--- config.mk ---
export PLATFORM = sky130hd
export DESIGN_NAME = pib_bank
export DESIGN_NICKNAME = d
export VERILOG_FILES = /design/src/logic/pib_pkg.sv /design/src/logic/pib_bank.sv
export SDC_FILE = /design/constraint.sdc
export NUM_CORES = 1
export LEC_CHECK = 0
export BUFFER_PORTS_ARGS = -buffer_cell sky130_fd_sc_hd__buf_2
export CORE_MARGIN = 5
export CORE_UTILIZATION = 44
export CTS_BUF_LIST = sky130_fd_sc_hd__clkbuf_4
export DETAILED_ROUTE_END_ITERATION = 8
export GPL_TIMING_DRIVEN = 0
export PLACE_DENSITY = 0.84
export SLEW_MARGIN = 10
export SYNTH_ARGS = -nofsm -noshare
export SYNTH_HDL_FRONTEND = slang
export SYNTH_SLANG_ARGS = --single-unit
--- constraint.sdc ---
create_clock -name sys_clk -period 2.92 [get_ports sys_clk]
set_clock_uncertainty 0.05 [all_clocks]
set_input_delay 0.584 -clock sys_clk [delete_from_list [all_inputs] [get_ports sys_clk]]
set_output_delay 0.584 -clock sys_clk [all_outputs]
set_load 0.01 [all_outputs]
--- src/logic/pib_pkg.sv ---
// Purpose: shared constants and types of the peripheral interrupt enable/flag bank
// Assumes: 32-bit Avalon-MM data, byte addresses, one aligned word per register
// Notes: registers are up to 8 bits wide (event registers 3) and sit in the low byte of each word
package pib_pkg;

	localparam int ADDR_W = 6;
	localparam int DATA_W = 32;

	// register byte offsets
	localparam logic [5:0] OFS_MAIN_CTRL = 6'h00;
	localparam logic [5:0] OFS_ENABLE_ONE = 6'h04;
	localparam logic [5:0] OFS_REQUEST_ONE = 6'h14;
	localparam logic [5:0] OFS_EVT_STATUS = 6'h24;
	localparam logic [5:0] OFS_EVT_CLEAR = 6'h28;
	localparam logic [5:0] OFS_EVT_ENABLE = 6'h2c;

	// main control field positions
	localparam int MC_GLOBAL_GATE = 7;
	localparam int MC_PERIPH_GATE = 6;
	localparam int MC_TIMER0_EN = 5;
	localparam int MC_EXT_PIN_EN = 4;
	localparam int MC_PIN_CHANGE_EN = 3;
	localparam int MC_TIMER0_PEND = 2;
	localparam int MC_EXT_PIN_PEND = 1;
	localparam int MC_PIN_CHANGE_PEND = 0;
	localparam logic [7:0] MC_WRITE_MASK = 8'hfe;

	// request one: read-only serial flags
	localparam int REQ1_RX = 5;
	localparam int REQ1_TX = 4;

	// request four fields
	localparam int REQ4_COLLISION = 1;
	localparam int REQ4_EVENT = 0;

	// implemented bits per enable/request register, index 0 is register one
	localparam logic [3:0][7:0] IMPL_MASK = {8'h03, 8'h3a, 8'hf9, 8'hff};
	localparam logic [3:0][7:0] REQ_WRITE_MASK = {8'h03, 8'h3a, 8'hf9, 8'hcf};

	// event status bits of the bus-side interrupt
	localparam int EVT_W = 3;
	localparam int EVT_CORE_RISE = 0;
	localparam int EVT_FLAG_SET = 1;
	localparam int EVT_BAD_ACCESS = 2;

	localparam logic [7:0] RESET_BYTE = 8'h00;

	// hardware set pulses, one vector per request register
	typedef struct packed {
		logic [3:0][7:0] req;
		logic timer0;
		logic ext_pin;
	} pib_set_t;

	// level inputs owned by other peripherals
	typedef struct packed {
		logic serial_rx_pending;
		logic serial_tx_pending;
		logic pin_change_pending;
	} pib_level_t;

	typedef struct packed {
		logic [7:0] main_ctrl;
		logic [3:0][7:0] enable;
		logic [3:0][7:0] request;
		logic [EVT_W-1:0] evt_status;
		logic [EVT_W-1:0] evt_enable;
		logic ack;
		logic [7:0] rdata;
		logic core_irq;
		logic bus_irq;
	} pib_state_t;

endpackage : pib_pkg

--- src/logic/pib_bank.sv ---
// Purpose: peripheral interrupt enable and request flag bank with core request
// Assumes: set pulses and levels come from logic on sys_clk; Avalon-MM slave
// Notes: each access takes two cycles; waitrequest is high in the first
//
// How it works
// - no peripheral request reaches the core unless the peripheral gate is set
// - flags set on their condition regardless of any enable or gate
// - unimplemented enable and request bits read zero and ignore writes
// - every enable and request bit clears to zero on reset
// - enable two: osc fail 7, comparators 6 and 5, nv write 4, collision 3, capcmp 0
// - enable four: serial two collision at 1, serial two event at 0
// - request one holds eight flags, timer one gate at 7 down to timer one overflow
// - request one receive and transmit flags are read-only to software
// - request two mirrors the layout of enable two
// - request three mirrors the layout of enable three
// - serial two collision flag set by hardware, cleared only by software write
// - serial two event flag sticky until software clears, zero while in progress
// - enable one lets its source request, zero blocks it
// - a flag of one means pending, zero means nothing pending
// - global gate zero blocks every interrupt, one passes enabled ones; here it gates core_irq_req only, bus_irq ignores it
//
// Added by the designer: the Avalon-MM slave port and the register addresses.
`timescale 1ns/1ps

module pib_bank (
	input wire logic sys_clk,
	input wire logic reset,
	input wire logic [pib_pkg::ADDR_W-1:0] address,
	input wire logic read,
	input wire logic write,
	input wire logic [pib_pkg::DATA_W-1:0] writedata,
	input wire logic [3:0] byteenable,
	output logic [pib_pkg::DATA_W-1:0] readdata,
	output logic waitrequest,
	input wire pib_pkg::pib_set_t hw_set,
	input wire pib_pkg::pib_level_t hw_level,
	output logic core_irq_req,
	output logic bus_irq,
	output logic global_irq_gate,
	output logic periph_irq_gate
);

	pib_pkg::pib_state_t st;
	pib_pkg::pib_state_t next_st;
	logic wr_acc;
	logic bad_access;
	logic periph_any;
	logic core_any;
	logic [7:0] wbyte;
	logic lane0;

	function automatic logic [7:0] read_byte(
		input pib_pkg::pib_state_t s,
		input logic [5:0] a
	);
		logic [7:0] r;
		r = 8'h00;
		if (a == pib_pkg::OFS_MAIN_CTRL) begin
			r = s.main_ctrl;
		end
		for (int i = 0; i < 4; i++) begin
			if (a == pib_pkg::OFS_ENABLE_ONE + 6'(4 * i)) begin
				r = s.enable[i] & pib_pkg::IMPL_MASK[i];
			end
			if (a == pib_pkg::OFS_REQUEST_ONE + 6'(4 * i)) begin
				r = s.request[i] & pib_pkg::IMPL_MASK[i];
			end
		end
		if (a == pib_pkg::OFS_EVT_STATUS) begin
			r = 8'(s.evt_status);
		end
		if (a == pib_pkg::OFS_EVT_ENABLE) begin
			r = 8'(s.evt_enable);
		end
		return r;
	endfunction : read_byte

	function automatic logic mapped(input logic [5:0] a);
		logic m;
		m = (a[1:0] == 2'b00) && (a <= pib_pkg::OFS_EVT_ENABLE);
		return m;
	endfunction : mapped

	always_comb begin
		next_st = st;
		wr_acc = write && st.ack;
		wbyte = writedata[7:0];
		lane0 = byteenable[0];
		bad_access = 1'b0;
		periph_any = 1'b0;
		core_any = 1'b0;

		// one wait cycle, answer on the second
		next_st.ack = (read || write) && !st.ack;
		if ((read || write) && !st.ack) begin
			next_st.rdata = read_byte(st, address);
		end
		if ((read || write) && st.ack) begin
			bad_access = !mapped(address)
				|| (write && (address == pib_pkg::OFS_EVT_STATUS));
		end

		// main control writable except the pin-change flag
		if (wr_acc && lane0 && address == pib_pkg::OFS_MAIN_CTRL) begin
			next_st.main_ctrl = (wbyte & pib_pkg::MC_WRITE_MASK)
				| (st.main_ctrl & ~pib_pkg::MC_WRITE_MASK);
		end
		// hardware set after the write so a set wins over a clear
		next_st.main_ctrl[pib_pkg::MC_TIMER0_PEND] =
			next_st.main_ctrl[pib_pkg::MC_TIMER0_PEND] | hw_set.timer0;
		next_st.main_ctrl[pib_pkg::MC_EXT_PIN_PEND] =
			next_st.main_ctrl[pib_pkg::MC_EXT_PIN_PEND] | hw_set.ext_pin;
		next_st.main_ctrl[pib_pkg::MC_PIN_CHANGE_PEND] = hw_level.pin_change_pending;

		for (int i = 0; i < 4; i++) begin
			// enable layouts fixed by the implemented mask
			if (wr_acc && lane0 && address == pib_pkg::OFS_ENABLE_ONE + 6'(4 * i)) begin
				next_st.enable[i] = wbyte & pib_pkg::IMPL_MASK[i];
			end
			// request layouts, software may write or clear
			if (wr_acc && lane0 && address == pib_pkg::OFS_REQUEST_ONE + 6'(4 * i)) begin
				next_st.request[i] = (wbyte & pib_pkg::REQ_WRITE_MASK[i])
					| (st.request[i] & ~pib_pkg::REQ_WRITE_MASK[i]);
			end
			// hardware set is sticky and beats a same-cycle clear
			next_st.request[i] = (next_st.request[i] | hw_set.req[i])
				& pib_pkg::IMPL_MASK[i];
		end
		// serial flags follow the serial unit, software cannot touch them
		next_st.request[0][pib_pkg::REQ1_RX] = hw_level.serial_rx_pending;
		next_st.request[0][pib_pkg::REQ1_TX] = hw_level.serial_tx_pending;

		// a source counts only when flag and enable are both one
		for (int i = 0; i < 4; i++) begin
			periph_any = periph_any | (|(next_st.enable[i] & next_st.request[i]));
		end
		core_any = (next_st.main_ctrl[pib_pkg::MC_TIMER0_EN]
				&& next_st.main_ctrl[pib_pkg::MC_TIMER0_PEND])
			|| (next_st.main_ctrl[pib_pkg::MC_EXT_PIN_EN]
				&& next_st.main_ctrl[pib_pkg::MC_EXT_PIN_PEND])
			|| (next_st.main_ctrl[pib_pkg::MC_PIN_CHANGE_EN]
				&& next_st.main_ctrl[pib_pkg::MC_PIN_CHANGE_PEND]);
		next_st.core_irq = next_st.main_ctrl[pib_pkg::MC_GLOBAL_GATE]
			&& ((next_st.main_ctrl[pib_pkg::MC_PERIPH_GATE] && periph_any) || core_any);

		// bus-side event register: write-one-to-clear, set wins
		if (wr_acc && lane0 && address == pib_pkg::OFS_EVT_CLEAR) begin
			next_st.evt_status = st.evt_status & ~wbyte[pib_pkg::EVT_W-1:0];
		end
		if (wr_acc && lane0 && address == pib_pkg::OFS_EVT_ENABLE) begin
			next_st.evt_enable = wbyte[pib_pkg::EVT_W-1:0];
		end
		next_st.evt_status[pib_pkg::EVT_CORE_RISE] =
			next_st.evt_status[pib_pkg::EVT_CORE_RISE] | (next_st.core_irq && !st.core_irq);
		next_st.evt_status[pib_pkg::EVT_FLAG_SET] =
			next_st.evt_status[pib_pkg::EVT_FLAG_SET] | (|hw_set.req);
		next_st.evt_status[pib_pkg::EVT_BAD_ACCESS] =
			next_st.evt_status[pib_pkg::EVT_BAD_ACCESS] | bad_access;
		next_st.bus_irq = |(next_st.evt_status & next_st.evt_enable);

		if (reset) begin
			next_st = '0;
			next_st.main_ctrl = pib_pkg::RESET_BYTE;
		end
	end

	always_ff @(posedge sys_clk) begin
		st <= next_st;
	end

	assign waitrequest = (read || write) && !st.ack;
	assign readdata = {24'h000000, st.rdata};
	assign core_irq_req = st.core_irq;
	assign bus_irq = st.bus_irq;
	assign global_irq_gate = st.main_ctrl[pib_pkg::MC_GLOBAL_GATE];
	assign periph_irq_gate = st.main_ctrl[pib_pkg::MC_PERIPH_GATE];

	logic [7:0] core_srcs;
	assign core_srcs = st.main_ctrl & {3'b000, st.main_ctrl[7:3]} & 8'h07;
endmodule : pib_bank

==> impl_metrics.toml <==
[synthesis]
synth_edf_count = 0
ys_async_sr_fraction_pct = 0
syn_avg_cell_area_sq_um = 7.87
synth_seq_cells = 65
synthCells = 502
synth-main-ff-cell = "dfxtp_1"
yosys_warnings = 0
synth.distinct_cells = 56
synth.top_cell.area_share_pct = 32.9
synthTopCellsByArea = "dfxtp_1 (33%), mux2i_1 (7.3%), buf_4 (6.3%)"
synth.largest_area_cell = "dfxtp_1"
ys_seq_area_share_pct = 32.9
synth.cell_area_sq_um = 3950

[grt]
grt_max_degree = 12
grt_pass1_vias = 4091
grt.overflow.total = 0
grt_first_pass_wirelength_mm = 21.8
antenna_found_initial = 0
track_usage_pct = 25.2

[sta]
tns_ns = 0
slew_viol_final = 0
maxSlewHeadroom_pct = 35.5
min_period_over_period_pct = 96.9
hold_viol_final = 0
holdWs_ns = 0.335
fmax_mhz = 353
worst_pin_slew_ns = 0.960
finalSetupViolations = 0
timing.final.crit_period_ns = 2.83
rsz0062_at_grt = "false"

[cts]
clk_pin_slew_ns = 0.11
cts_made_buffers = 9
cts_sinks = 65
cts_buffer_depth = 2
cts_tree = "built"
clk_latency_ns = 0.43
cts-root-buf = "clkbuf_4"
htreeDepth = 3

[finish]
nNetsFinal = 682
num-fill-cells = 841
final_cell_area_sq_um = 4720
multi_input_comb_area_sq_um = 2330
area.growth.synth_to_final_pct = 19.6
regArea_sq_um = 1300
utilization_pct = 54.2
antenna_cells = 0
drive_gt1_share_pct = 25.0

[power_and_ir_drop]
power_density_nw_per_um2 = 409
vdd_ir_drop_max_mv = 0.213
power_w = 0.00193
static-leakage-power_nw = 1.94

[outcome]
status = "finished clean"

[drt]
drt_wl_total_mm = 14.1
drcViolationCount = 0
drt_pre_antenna_iters = 7
vias = 4295
drt_iter0_markers = 357
ant_nets = 0
wire_per_inst_microns = 19.8
viasPerCell = 6.03

[placement]
dp_hpwl_mm = 11.0
dpl-instance-area_sq_um = 4490
place.port_buffers = 63
place_congestion = 1.01

[setup_path]
r2r_start = "st[10]$_SDFF_PP0_"
reg2reg_to = "bus_irq$_SDFF_PP0_"
critPathKind = "input port to flop"
critPathLaunchType = "input port"
startpoint = "address[1]"
reg2reg_slack_ns = 0.12
path_max_fanout = 10
crit_arrival_ns = 3.10
setup.worst_path.end = "bus_irq$_SDFF_PP0_"
endpoint_kind = "flop"
cp.required_ns = 3.19
reg2reg_depth = 8

[die]
die_x_microns = 105
dieArea_sq_um = 11000
start_util_pct = 45.3
coreArea_sq_um = 8720
rows = 34
fp.dieH_microns = 105
num_io_pins = 120

[min_path]
hold_path_class = "input port to flop"
holdPathStages = 2

[flow_run]
cap_violations = 0
[report_power, final]
group          total [W]  switching [W]  internal [W]
registers       0.000937      0.0000228      0.000915
clock network   0.000693       0.000342      0.000351
logic           0.000301       0.000189      0.000112
[cell type report]
cell class	count	share of cell area, %
multi-input combinational	374	49.3
sequential	65	27.5
buffer	65	8.50
timing repair buffer	64	6.83
tap	108	2.86
clock inverter	6	1.75
clock buffer	10	1.59
inverter	20	1.59
[how the worst min path moves through the flow]
| stage | to | start | slack (ns) |
|---|---|---|---|
| final | st[81]$_SDFF_PP0_ | hw_level[0] | 0.34 |
| after global placement | st[50]$_SDFF_PP0_ | st[50]$_SDFF_PP0_ | 0.41 |
| after detailed placement | st[49]$_SDFF_PP0_ | st[49]$_SDFF_PP0_ | 0.42 |
| after global routing | st[81]$_SDFF_PP0_ | hw_level[0] | 0.34 |
| after CTS | st[81]$_SDFF_PP0_ | hw_level[0] | 0.32 |
| after floorplan | st[57]$_SDFF_PP0_ | st[57]$_SDFF_PP0_ | 0.40 |
[sequential cells by signal, summed over array words and instances, names as in the netlist]
name             count
bus_irq              1
core_irq_req         1
global_irq_gate      1
periph_irq_gate      1
readdata             8
st                  53
[cells in the mapped netlist, drive strengths merged (10+ instances only)]
master / n
a21oi: 38
a22oi: 12
buf: 42
clkbuf: 24
dfxtp: 65
inv: 20
mux2i: 29
nand2: 45
nor2: 51
nor2b: 14
nor3: 29
nor4: 11
o21ai: 22
o32a: 10
[layer usage]
| metal | global-route usage [%] | vias up | routed length [microns] |
|---|---|---|---|
| li1 | - | 1959 | - |
| met1 | 33.3 | 1999 | 5650 |
| met4 | 12.1 | 0 | 697 |
| met2 | 39.0 | 281 | 6240 |
| met5 | 0 | - | 0 |
| met3 | 5.36 | 56 | 1480 |
[per-stage QoR]
stage	cells	setup slack [ns]
6_report	712	0.0895
5_1_grt	712	0.00283
4_1_cts	713	0.0212
3_5_place_dp	696	-0.647
3_3_place_gp	696	-0.675
2_1_floorplan	525	0.0951
[worst max-delay path: stages]
cell and delay, ns:
buf_2 0.16, or4_4 0.54, buf_6 0.17, nor3_2 0.18, buf_4 0.22, a32oi_1 0.11, o21a_1 0.21, a2111o_1 0.45
nor4_4 0.34, o31ai_1 0.13
[timing repair]
action	4_1_cts	5_1_grt
hold buffers	0	0
endpoints found under the hold margin	0	0
pin swaps	1	2
buffers inserted	1	0
resized for setup	6	13
endpoints found under the setup margin	2	2
[cells by family (layout without fill, tap and decap cells)]
kind of cell	Yosys count	count (layout)	share of synthesized area (%)
simple gates	184	184	23.5
buf+inv	86	165	12.0
mux	37	37	9.63
compound gates	129	129	21.9
other cells	1	24	0.0949
flops	65	65	32.9
[layout by cell type (no fill, tap or decap), types with 3 or more instances in the layout]
cell and count:
or2_2 4, a21oi_1 38, nor2_1 49, o21ai_0 22, conb_1 24, nor3_4 3
nand3_1 3, nor3_2 3, o22ai_1 6, nand4_1 6, or3_1 4, buf_4 34
a22oi_1 12, dfxtp_1 65, a211oi_1 3, inv_1 20, clkbuf_4 11, mux2_2 8
o32ai_1 4, nor4_1 9, o32a_1 10, nor2b_1 13, mux2i_1 29, a311oi_1 4
buf_6 3, buf_2 67, nor3_1 23, nand2b_1 5, o21a_1 3, clkbuf_1 21
nand2_1 45, a31oi_1 8
Note: power is estimated with default switching activity, not from simulation.
